===== src/inc/ppbc_consts.svh =====
// Offsets, field positions and reset values of the coding and self-test register bank.
`ifndef PPBC_CONSTS_SVH
`define PPBC_CONSTS_SVH

// Management address and data widths.
`define PPBC_ADDR_W 5
`define PPBC_DATA_W 16

// Register offsets on the management port.
`define PPBC_OFS_PCS 5'h16
`define PPBC_OFS_RSV_A 5'h17
`define PPBC_OFS_RSV_B 5'h18
`define PPBC_OFS_MISC 5'h19

// Coding configuration register field positions.
`define PPBC_PCS_BLOCK_SKIP 12
`define PPBC_PCS_FREE_CLK 11
`define PPBC_PCS_TRUE_QUIET 10
`define PPBC_PCS_SD_FORCE 9
`define PPBC_PCS_SD_ALGO 8
`define PPBC_PCS_FORCE_LINK 5
`define PPBC_PCS_NRZI_SKIP 2
`define PPBC_PCS_SCRAM_SKIP 1
`define PPBC_PCS_DESCRAM_SKIP 0

// Miscellaneous control register field positions.
`define PPBC_MISC_LONG_SEQ 11
`define PPBC_MISC_RESULT 10
`define PPBC_MISC_RUN 9
`define PPBC_MISC_STRETCH_SKIP 8
`define PPBC_MISC_PAUSE 7
`define PPBC_MISC_FIXED_ONE 6
`define PPBC_MISC_LED_POL 5
`define PPBC_MISC_ADDR_MSB 4
`define PPBC_MISC_ADDR_LSB 0

// Reset values.
`define PPBC_SD_ALGO_RESET 1'b1
`define PPBC_RSV_RESET 16'h0000
`define PPBC_RESULT_RESET 1'b0
`define PPBC_ADDR_RESET 5'h00

`endif


===== src/inc/ppbc_pkg.sv =====
// Types shared by the coding and self-test register bank.
package ppbc_pkg;

  // Register selected by the management address.
  typedef enum logic [2:0] {
    PPBC_SEL_NONE = 3'b000,
    PPBC_SEL_PCS = 3'b001,
    PPBC_SEL_RSV_A = 3'b010,
    PPBC_SEL_RSV_B = 3'b011,
    PPBC_SEL_MISC = 3'b100
  } ppbc_reg_sel_t;

  // Writable controls of the coding configuration register.
  typedef struct packed {
    logic block_code_skip;
    logic rx_clk_free_run;
    logic true_quiet_tx_enable;
    logic signal_detect_force;
    logic signal_detect_algo_select;
    logic force_good_link_100;
    logic nrzi_skip;
    logic scrambler_skip;
    logic descrambler_skip;
  } ppbc_pcs_cfg_t;

  // Writable controls of the miscellaneous control register.
  typedef struct packed {
    logic selftest_long_sequence_select;
    logic self_test_run;
    logic led_pulse_stretch_skip;
    logic duplex_led_polarity_cfg;
    logic [4:0] port_address;
  } ppbc_misc_cfg_t;

endpackage


===== src/core/ppbc_strap_latch.sv =====
// Capture of the strap levels while reset is held, with a load pulse at release.
`timescale 1ns/1ps
`include "ppbc_consts.svh"

module ppbc_strap_latch (
  // Clock and reset.
  input wire logic clk,
  input wire logic rst,
  // Strap levels.
  input wire logic [4:0] strap_addr,
  input wire logic strap_led_pol,
  // Captured values and the one-cycle load pulse.
  output logic [4:0] cap_addr,
  output logic cap_led_pol,
  output logic load
);

  logic rst_q;
  logic [4:0] addr_q;
  logic pol_q;

  // The straps are sampled on every clocked edge of reset, so the last level before release wins.
  always_ff @(posedge clk)
  begin
    if (rst)
    begin
      addr_q <= strap_addr;
      pol_q <= strap_led_pol;
    end
  end

  // Delayed reset marks the first edge after release.
  always_ff @(posedge clk)
  begin
    rst_q <= rst;
  end

  assign load = rst_q & ~rst;
  assign cap_addr = addr_q;
  assign cap_led_pol = pol_q;

endmodule


===== src/core/ppbc_selftest_result.sv =====
// Latched pass or fail result of the built-in packet self-test.
`timescale 1ns/1ps
`include "ppbc_consts.svh"

module ppbc_selftest_result (
  // Clock and reset.
  input wire logic clk,
  input wire logic rst,
  // Test state and events.
  input wire logic running,
  input wire logic fail,
  input wire logic rearm,
  // Latched result, one for pass.
  output logic result
);

  logic result_q;

  // A failure seen in the same cycle as the re-arm write still latches low, so no fault is lost.
  always_ff @(posedge clk)
  begin
    if (rst)
    begin
      result_q <= `PPBC_RESULT_RESET;
    end
    else if (fail && running)
    begin
      result_q <= 1'b0;
    end
    else if (rearm)
    begin
      result_q <= 1'b1;
    end
  end

  assign result = result_q;

endmodule


===== src/core/ppbc_config_regs.sv =====
// Coding-path configuration, reserved and self-test control registers of the transceiver.
`timescale 1ns/1ps
`include "ppbc_consts.svh"

// Functional notes
// - Coding bit 12 set bypasses the 4-bit to 5-bit block encoder; resets to zero.
// - Coding bit 11 set lets receive clock run free; clear aligns its phase.
// - Coding bit 10 set puts the 100 Mb/s transmitter in true quiet mode.
// - Coding bit 9 set forces signal detect asserted regardless of the line.
// - Coding bit 8, reset one, picks enhanced signal detect; clear picks reduced.
// - Coding bit 5 set forces a good 100 Mb/s link.
// - Coding bit 2 set bypasses the line coding stage; resets to zero.
// - Coding bit 1 set bypasses the transmit scrambler; resets to zero.
// - Coding bit 0 set bypasses the receive descrambler; resets to zero.
// - Coding bits 15 to 13 ignore writes and read zero.
// - Misc bit 9 runs self-test, bit 11 picks sequence, bit 10 latches result.
// - Misc bit 8 set skips pulse stretching on activity and collision indicators.
// - Misc bit 7 reads one only when both ends advertise pause.
// - Misc bit 5, strapped at reset, picks LED or plain duplex indicator polarity.
// - Misc bits 4 to 0 hold the strapped port address, writable later.
module ppbc_config_regs (
  // Clock and reset.
  input wire logic CLK_SYS,
  input wire logic RST,
  // Management register port.
  input wire logic [4:0] ADDR,
  input wire logic [15:0] WDATA,
  input wire logic WR_STB,
  input wire logic RD_STB,
  output logic [15:0] RDATA,
  output logic RD_VALID,
  // Strap levels.
  input wire logic [4:0] STRAP_PORT_ADDRESS,
  input wire logic STRAP_DUPLEX_LED_POLARITY,
  // Status from the datapath.
  input wire logic LOCAL_PAUSE_CAPABLE,
  input wire logic PARTNER_PAUSE_CAPABLE,
  input wire logic SIGNAL_DETECT_LINE,
  input wire logic LINK_GOOD_100_RAW,
  input wire logic DUPLEX_STATUS,
  input wire logic SELF_TEST_FAIL,
  // Coding-path controls.
  output logic BLOCK_CODE_SKIP,
  output logic RX_CLK_FREE_RUN,
  output logic TRUE_QUIET_TX_ENABLE,
  output logic SIGNAL_DETECT_FORCE,
  output logic SIGNAL_DETECT_ALGO_SELECT,
  output logic FORCE_GOOD_LINK_100,
  output logic NRZI_SKIP,
  output logic SCRAMBLER_SKIP,
  output logic DESCRAMBLER_SKIP,
  // Qualified datapath status.
  output logic SIGNAL_DETECT_PMA,
  output logic LINK_GOOD_100,
  // Self-test and indicator controls.
  output logic SELF_TEST_RUN,
  output logic SELFTEST_LONG_SEQUENCE_SELECT,
  output logic SELF_TEST_RESULT,
  output logic LED_PULSE_STRETCH_SKIP,
  output logic DUPLEX_INDICATOR,
  output logic [4:0] PORT_ADDRESS
);

  ppbc_pkg::ppbc_pcs_cfg_t pcs_q;
  ppbc_pkg::ppbc_misc_cfg_t misc_q;
  ppbc_pkg::ppbc_reg_sel_t sel;
  logic [15:0] rsv_a_q;
  logic [15:0] rsv_b_q;
  logic [15:0] rd_word;
  logic [15:0] rdata_q;
  logic rd_valid_q;
  logic wr_pcs;
  logic wr_rsv_a;
  logic wr_rsv_b;
  logic wr_misc;
  logic pause_q;
  logic sd_pma_q;
  logic link_100_q;
  logic duplex_ind_q;
  logic result;
  logic strap_load;
  logic [4:0] strap_addr;
  logic strap_led_pol;

  // Address decode; anything outside the four offsets selects nothing.
  always_comb
  begin
    unique case (ADDR)
      `PPBC_OFS_PCS: sel = ppbc_pkg::PPBC_SEL_PCS;
      `PPBC_OFS_RSV_A: sel = ppbc_pkg::PPBC_SEL_RSV_A;
      `PPBC_OFS_RSV_B: sel = ppbc_pkg::PPBC_SEL_RSV_B;
      `PPBC_OFS_MISC: sel = ppbc_pkg::PPBC_SEL_MISC;
      default: sel = ppbc_pkg::PPBC_SEL_NONE;
    endcase
  end

  // Write enables per register.
  assign wr_pcs = WR_STB && (sel == ppbc_pkg::PPBC_SEL_PCS);
  assign wr_rsv_a = WR_STB && (sel == ppbc_pkg::PPBC_SEL_RSV_A);
  assign wr_rsv_b = WR_STB && (sel == ppbc_pkg::PPBC_SEL_RSV_B);
  assign wr_misc = WR_STB && (sel == ppbc_pkg::PPBC_SEL_MISC);

  // Strap capture runs beside the register file so the port address is known at release.
  ppbc_strap_latch u_strap (
    .clk(CLK_SYS),
    .rst(RST),
    .strap_addr(STRAP_PORT_ADDRESS),
    .strap_led_pol(STRAP_DUPLEX_LED_POLARITY),
    .cap_addr(strap_addr),
    .cap_led_pol(strap_led_pol),
    .load(strap_load)
  );

  // Coding configuration controls; only the defined bits are stored.
  always_ff @(posedge CLK_SYS)
  begin
    if (RST)
    begin
      pcs_q.block_code_skip <= 1'b0;
      pcs_q.rx_clk_free_run <= 1'b0;
      pcs_q.true_quiet_tx_enable <= 1'b0;
      pcs_q.signal_detect_force <= 1'b0;
      pcs_q.signal_detect_algo_select <= `PPBC_SD_ALGO_RESET;
      pcs_q.force_good_link_100 <= 1'b0;
      pcs_q.nrzi_skip <= 1'b0;
      pcs_q.scrambler_skip <= 1'b0;
      pcs_q.descrambler_skip <= 1'b0;
    end
    else if (wr_pcs)
    begin
      pcs_q.block_code_skip <= WDATA[`PPBC_PCS_BLOCK_SKIP];
      pcs_q.rx_clk_free_run <= WDATA[`PPBC_PCS_FREE_CLK];
      pcs_q.true_quiet_tx_enable <= WDATA[`PPBC_PCS_TRUE_QUIET];
      pcs_q.signal_detect_force <= WDATA[`PPBC_PCS_SD_FORCE];
      pcs_q.signal_detect_algo_select <= WDATA[`PPBC_PCS_SD_ALGO];
      pcs_q.force_good_link_100 <= WDATA[`PPBC_PCS_FORCE_LINK];
      pcs_q.nrzi_skip <= WDATA[`PPBC_PCS_NRZI_SKIP];
      pcs_q.scrambler_skip <= WDATA[`PPBC_PCS_SCRAM_SKIP];
      pcs_q.descrambler_skip <= WDATA[`PPBC_PCS_DESCRAM_SKIP];
    end
  end

  // Reserved full-width registers. They are plain storage with no effect on the datapath;
  // they are cleared at reset only so that simulation never reads unknowns.
  always_ff @(posedge CLK_SYS)
  begin
    if (RST)
    begin
      rsv_a_q <= `PPBC_RSV_RESET;
      rsv_b_q <= `PPBC_RSV_RESET;
    end
    else
    begin
      if (wr_rsv_a)
      begin
        rsv_a_q <= WDATA;
      end
      if (wr_rsv_b)
      begin
        rsv_b_q <= WDATA;
      end
    end
  end

  // Self-test run and sequence select.
  always_ff @(posedge CLK_SYS)
  begin
    if (RST)
    begin
      misc_q.selftest_long_sequence_select <= 1'b0;
      misc_q.self_test_run <= 1'b0;
    end
    else if (wr_misc)
    begin
      misc_q.selftest_long_sequence_select <= WDATA[`PPBC_MISC_LONG_SEQ];
      misc_q.self_test_run <= WDATA[`PPBC_MISC_RUN];
    end
  end

  // Indicator stretch bypass.
  always_ff @(posedge CLK_SYS)
  begin
    if (RST)
    begin
      misc_q.led_pulse_stretch_skip <= 1'b0;
    end
    else if (wr_misc)
    begin
      misc_q.led_pulse_stretch_skip <= WDATA[`PPBC_MISC_STRETCH_SKIP];
    end
  end

  // Strapped fields: zero while reset is held, strap value at the first edge after release,
  // software value afterwards. A write in the release cycle wins over the strap.
  always_ff @(posedge CLK_SYS)
  begin
    if (RST)
    begin
      misc_q.duplex_led_polarity_cfg <= 1'b0;
      misc_q.port_address <= `PPBC_ADDR_RESET;
    end
    else if (wr_misc)
    begin
      misc_q.duplex_led_polarity_cfg <= WDATA[`PPBC_MISC_LED_POL];
      misc_q.port_address <= WDATA[`PPBC_MISC_ADDR_MSB:`PPBC_MISC_ADDR_LSB];
    end
    else if (strap_load)
    begin
      misc_q.duplex_led_polarity_cfg <= strap_led_pol;
      misc_q.port_address <= strap_addr;
    end
  end

  // A write to the miscellaneous register re-arms the latched result unless a failure while running arrives in the same cycle.
  ppbc_selftest_result u_result (
    .clk(CLK_SYS),
    .rst(RST),
    .running(misc_q.self_test_run),
    .fail(SELF_TEST_FAIL),
    .rearm(wr_misc),
    .result(result)
  );

  // Pause compare is registered so the readback and the source stay one cycle apart.
  always_ff @(posedge CLK_SYS)
  begin
    if (RST)
    begin
      pause_q <= 1'b0;
    end
    else
    begin
      pause_q <= LOCAL_PAUSE_CAPABLE & PARTNER_PAUSE_CAPABLE;
    end
  end

  // Qualified signal detect and link status toward the 100 Mb/s path.
  always_ff @(posedge CLK_SYS)
  begin
    if (RST)
    begin
      sd_pma_q <= 1'b0;
      link_100_q <= 1'b0;
    end
    else
    begin
      sd_pma_q <= SIGNAL_DETECT_LINE | pcs_q.signal_detect_force;
      link_100_q <= LINK_GOOD_100_RAW | pcs_q.force_good_link_100;
    end
  end

  // Duplex indicator: LED mode drives it active low to sink an LED, plain mode active high.
  always_ff @(posedge CLK_SYS)
  begin
    if (RST)
    begin
      duplex_ind_q <= 1'b0;
    end
    else
    begin
      duplex_ind_q <= misc_q.duplex_led_polarity_cfg ? ~DUPLEX_STATUS : DUPLEX_STATUS;
    end
  end

  // Read multiplexer; reserved and unused bits are built in as constants.
  always_comb
  begin
    rd_word = 16'h0000;
    unique case (sel)
      ppbc_pkg::PPBC_SEL_PCS:
      begin
        rd_word[`PPBC_PCS_BLOCK_SKIP] = pcs_q.block_code_skip;
        rd_word[`PPBC_PCS_FREE_CLK] = pcs_q.rx_clk_free_run;
        rd_word[`PPBC_PCS_TRUE_QUIET] = pcs_q.true_quiet_tx_enable;
        rd_word[`PPBC_PCS_SD_FORCE] = pcs_q.signal_detect_force;
        rd_word[`PPBC_PCS_SD_ALGO] = pcs_q.signal_detect_algo_select;
        rd_word[`PPBC_PCS_FORCE_LINK] = pcs_q.force_good_link_100;
        rd_word[`PPBC_PCS_NRZI_SKIP] = pcs_q.nrzi_skip;
        rd_word[`PPBC_PCS_SCRAM_SKIP] = pcs_q.scrambler_skip;
        rd_word[`PPBC_PCS_DESCRAM_SKIP] = pcs_q.descrambler_skip;
      end
      ppbc_pkg::PPBC_SEL_RSV_A:
      begin
        rd_word = rsv_a_q;
      end
      ppbc_pkg::PPBC_SEL_RSV_B:
      begin
        rd_word = rsv_b_q;
      end
      ppbc_pkg::PPBC_SEL_MISC:
      begin
        rd_word[`PPBC_MISC_LONG_SEQ] = misc_q.selftest_long_sequence_select;
        rd_word[`PPBC_MISC_RESULT] = result;
        rd_word[`PPBC_MISC_RUN] = misc_q.self_test_run;
        rd_word[`PPBC_MISC_STRETCH_SKIP] = misc_q.led_pulse_stretch_skip;
        rd_word[`PPBC_MISC_PAUSE] = pause_q;
        rd_word[`PPBC_MISC_FIXED_ONE] = 1'b1;
        rd_word[`PPBC_MISC_LED_POL] = misc_q.duplex_led_polarity_cfg;
        rd_word[`PPBC_MISC_ADDR_MSB:`PPBC_MISC_ADDR_LSB] = misc_q.port_address;
      end
      ppbc_pkg::PPBC_SEL_NONE:
      begin
        rd_word = 16'h0000;
      end
    endcase
  end
  // Bits 15:13 of the coding register and 15:12 of the misc register stay at zero above.

  // Read data stand only in the cycle after the strobe and are zero otherwise,
  // which keeps stale words off the port.
  always_ff @(posedge CLK_SYS)
  begin
    if (RST)
    begin
      rdata_q <= 16'h0000;
      rd_valid_q <= 1'b0;
    end
    else
    begin
      rdata_q <= RD_STB ? rd_word : 16'h0000;
      rd_valid_q <= RD_STB;
    end
  end

  // Outputs come straight from the register flip-flops.
  assign RDATA = rdata_q;
  assign RD_VALID = rd_valid_q;
  assign BLOCK_CODE_SKIP = pcs_q.block_code_skip;
  assign RX_CLK_FREE_RUN = pcs_q.rx_clk_free_run;
  assign TRUE_QUIET_TX_ENABLE = pcs_q.true_quiet_tx_enable;
  assign SIGNAL_DETECT_FORCE = pcs_q.signal_detect_force;
  assign SIGNAL_DETECT_ALGO_SELECT = pcs_q.signal_detect_algo_select;
  assign FORCE_GOOD_LINK_100 = pcs_q.force_good_link_100;
  assign NRZI_SKIP = pcs_q.nrzi_skip;
  assign SCRAMBLER_SKIP = pcs_q.scrambler_skip;
  assign DESCRAMBLER_SKIP = pcs_q.descrambler_skip;
  assign SIGNAL_DETECT_PMA = sd_pma_q;
  assign LINK_GOOD_100 = link_100_q;
  assign SELF_TEST_RUN = misc_q.self_test_run;
  assign SELFTEST_LONG_SEQUENCE_SELECT = misc_q.selftest_long_sequence_select;
  assign SELF_TEST_RESULT = result;
  assign LED_PULSE_STRETCH_SKIP = misc_q.led_pulse_stretch_skip;
  assign DUPLEX_INDICATOR = duplex_ind_q;
  assign PORT_ADDRESS = misc_q.port_address;

endmodule


===== config.mk =====
export PLATFORM = sky130hd
export DESIGN_NAME = ppbc_config_regs
export DESIGN_NICKNAME = d
export VERILOG_FILES = /design/src/inc/ppbc_pkg.sv /design/src/core/ppbc_strap_latch.sv /design/src/core/ppbc_selftest_result.sv /design/src/core/ppbc_config_regs.sv
export VERILOG_INCLUDE_DIRS = /design/src /design/src/inc
export SDC_FILE = /design/constraint.sdc
export NUM_CORES = 1
export LEC_CHECK = 0
export BUFFER_PORTS_ARGS = -buffer_cell sky130_fd_sc_hd__buf_2
export CORE_UTILIZATION = 50
export CTS_BUF_LIST = sky130_fd_sc_hd__clkbuf_8
export DETAILED_ROUTE_END_ITERATION = 12
export GPL_ROUTABILITY_DRIVEN = 0
export GPL_TIMING_DRIVEN = 0
export PLACE_DENSITY = 0.78
export SETUP_SLACK_MARGIN = 0.05
export SYNTH_ARGS = -nofsm -noshare
export SYNTH_HDL_FRONTEND = slang
export SYNTH_HIERARCHICAL = 1
export SYNTH_SLANG_ARGS = --single-unit

===== constraint.sdc =====
create_clock -name CLK_SYS -period 1.3 [get_ports CLK_SYS]
set_clock_uncertainty 0.15 [all_clocks]
set_input_delay 0.195 -clock CLK_SYS [delete_from_list [all_inputs] [get_ports CLK_SYS]]
set_output_delay 0.195 -clock CLK_SYS [all_outputs]
set_load 0.02 [all_outputs]

==> flow_metrics.py <==
metrics = {
    "synth": {
        "synthTopCellsByCount": "dfxtp_1, nand2_1, a21oi_1",
        "synthTopCellsByArea": "dfxtp_1, nand2_1, a21oi_1",
        "yosysMostFrequentCell": "dfxtp_1",
        "synth.distinct_cells": 40,
        "async_flop_share": 0,
        "synth_seq_cells": 79,
        "synthCells": 335,
        "synth_top_flop_cell": "dfxtp_1",
        "synth.top_cell.area_share": 0.471,
        "syn_nets": 372,
        "synth_top_area_cell": "dfxtp_1",
        "avgSynthCellArea_um2": 9.26,
        "synth_warnings": 6,
        "syn_area_um2": 3100,
        "synth_edf_count": 6,
        "seq_area_frac_synth": 0.529,
    },
    "setup_path": {
        "worst-path-max-fanout": 2,
        "worstSetupPathType": "register to register",
        "cp.required_ns": 1.40,
        "critPathCaptureType": "register",
        "path_cells": "a22o_1 -> a222oi_1 -> nor2_1",
        "arrival_ns": 1.36,
        "max_stage_delay_ns": 0.40,
        "crit_slowest_cell": "a222oi_1",
        "critical_path.startpoint_type": "register",
    },
    "drt": {
        "drt-pass1-iter-count": 5,
        "ant_nets": 0,
        "drt_first_iter_violations": 299,
        "vias": 2946,
        "wl_um": 8930,
        "routedWlPerCell_um": 16.8,
        "drc": 0,
        "via_per_inst": 5.53,
    },
    "finish": {
        "finish.net_count": 490,
        "syn2layout_area_growth_pct": 39.4,
        "antenna_cells": 0,
        "drive_gt1_frac": 0.349,
    },
    "floorplan": {
        "dieArea_um2": 6520,
        "die_width_um": 80.7,
        "core_um2": 5960,
        "fp.dieH_um": 80.7,
        "initial_core_util": 0.521,
        "ioPinCount": 75,
        "rows": 28,
    },
    "sta": {
        "relSlewSlack": 0.715,
        "period_needed_ns": 1.27,
        "final.period_utilization": 0.975,
        "final_max_slew_viol_count": 0,
        "finalHoldViolations": 3,
        "whs_ns": -0.0104,
        "worst_slew_pin_slew_ns": 0.428,
        "setup_viol": 0,
        "rsz0062_at_grt": "true",
        "fmax_ghz": 0.789,
    },
    "global_routing": {
        "grt_max_degree": 14,
        "overflow": 0,
        "grt_pass1_vias": 2750,
        "grt_use_total": 0.287,
        "antenna_found_initial": 0,
        "grt_first_pass_wirelength_um": 13600,
    },
    "placement": {
        "dp_hpwl_um": 5470,
        "port_buffers": 74,
    },
    "power_and_ir_drop": {
        "p_leak_nw": 1.73,
        "p_total_mw": 4.85,
        "pwr_density_cell_nw_per_um2": 1120,
        "peakVddDrop_mv": 0.735,
    },
    "worst_hold_path": {
        "min_path_type": "input port to register",
    },
    "clock_tree": {
        "clock_latency_ns": 0.35,
        "cts.sinks": 79,
        "htreeDepth": 3,
        "clock_path_buffers": 2,
        "path_clk_slew_ns": 0.09,
        "cts_made_buffers": 9,
        "cts-root-buf": "clkbuf_8",
        "cts_tree": "built",
    },
    "outcome": {
        "violations": "negative hold slack",
        "status": "finished with violations",
    },
    "job": {
        "maxCapViolCount": 0,
    },
}
## per-layer routing
metal / global-route usage / vias to the layer above / wire (µm)
li1: - / 1390 / -
met1: 0.364 / 1402 / 3740
met2: 0.473 / 130 / 4380
met3: 0.0539 / 24 / 590
met4: 0.132 / 0 / 227
met5: 0 / - / 0
## kinds of logic (layout without fill, tap and decap cells)
family                    Yosys count  in the layout  synth area share
and+or+nand+nor                   131            131             0.189
DFF                                79             79             0.529
AOI/OAI and AO/OA                  77             77             0.171
buffers and inverters              30            153            0.0533
muxes                              17             17            0.0549
xor gates and xnor gates            1              1           0.00283
## stage by stage
step	cells	TNS [ns]	utilization	area, µm²	worst slack (ns)
after floorplan	335	0	-	3170	0.00860
after global placement	484	-29.27	0.610	3630	-0.557
after detailed placement	484	-32.04	0.610	3630	-0.604
after CTS	531	0	0.713	4250	0.0529
after global routing	533	0	0.726	4320	0.00535
final	533	0	0.726	4320	0.0329
## flip-flops by register name, indices dropped and copies added (netlist names), 5 cells and up
name              flops
PORT_ADDRESS          5
RDATA                16
rsv_a_q              16
rsv_b_q              16
u_strap/cap_addr      5
## layout by cell type, fill, tap and decap left out, types with 3 or more instances in the layout
| cell | count |
|---|---|
| dlygate4sd3_1 | 29 |
| a211oi_2 | 7 |
| a22o_1 | 3 |
| dfxtp_2 | 13 |
| a22oi_1 | 6 |
| buf_4 | 22 |
| nor2_1 | 33 |
| a31oi_1 | 5 |
| a22oi_2 | 4 |
| clkbuf_8 | 10 |
| nand3_1 | 5 |
| clkbuf_2 | 6 |
| a222oi_1 | 4 |
| o21ai_0 | 6 |
| nand2_1 | 72 |
| dfxtp_1 | 60 |
| a21oi_1 | 36 |
| clkbuf_4 | 3 |
| mux2i_1 | 16 |
| buf_6 | 13 |
| edfxtp_1 | 6 |
| buf_2 | 59 |
## what timing repair did
| action | CTS | global route |
|---|---|---|
| endpoints found under the hold margin | 51 | 0 |
| hold buffers | 29 | 0 |
| pin swaps | 5 | 5 |
| cloned | 1 | 0 |
| endpoints found under the setup margin | 73 | 29 |
| gates resized for setup | 38 | 21 |
| setup buffers | 7 | 3 |
## layout make-up
type                    count  area [µm²]
plain buffers              20         168
clock buffers              10         138
clock inverters             6        60.1
fillers                   455        1630
inverters                   3        13.8
multi-input cells         226        1360
flip-flops and latches     79        1660
well taps                  75        93.8
repair buffers            114         830
## critical path, delay by kind of cell, from the launching register on
kind             cells  cell delay, ns
AO/OA/AOI/OAI        2            0.58
flip-flops           1            0.33
AND/OR/NAND/NOR      1            0.09
## path summary, 6_finish.rpt
kind                                          startpoint                   end  slack, ns  cells after the start
worst min register to register   rsv_a_q[6]$_SDFFE_PP0P_   RDATA[6]$_SDFF_PP0_       0.30                      2
worst max register to register  rsv_b_q[10]$_SDFFE_PP0P_  RDATA[10]$_SDFF_PP0_       0.03                      3
worst min-delay path                              RD_STB   RDATA[6]$_SDFF_PP0_      -0.01                      3
worst max-delay path            rsv_b_q[10]$_SDFFE_PP0P_  RDATA[10]$_SDFF_PP0_       0.03                      3
## power breakdown
part / switching [mW] / leakage [nW] / total [mW] / internal, mW
Combinational: 0.243 / 0.969 / 0.466 / 0.223
Clock: 0.922 / 0.104 / 1.85 / 0.933
Sequential: 0.0254 / 0.656 / 2.53 / 2.50
Note: power is estimated with default switching activity, not from simulation.
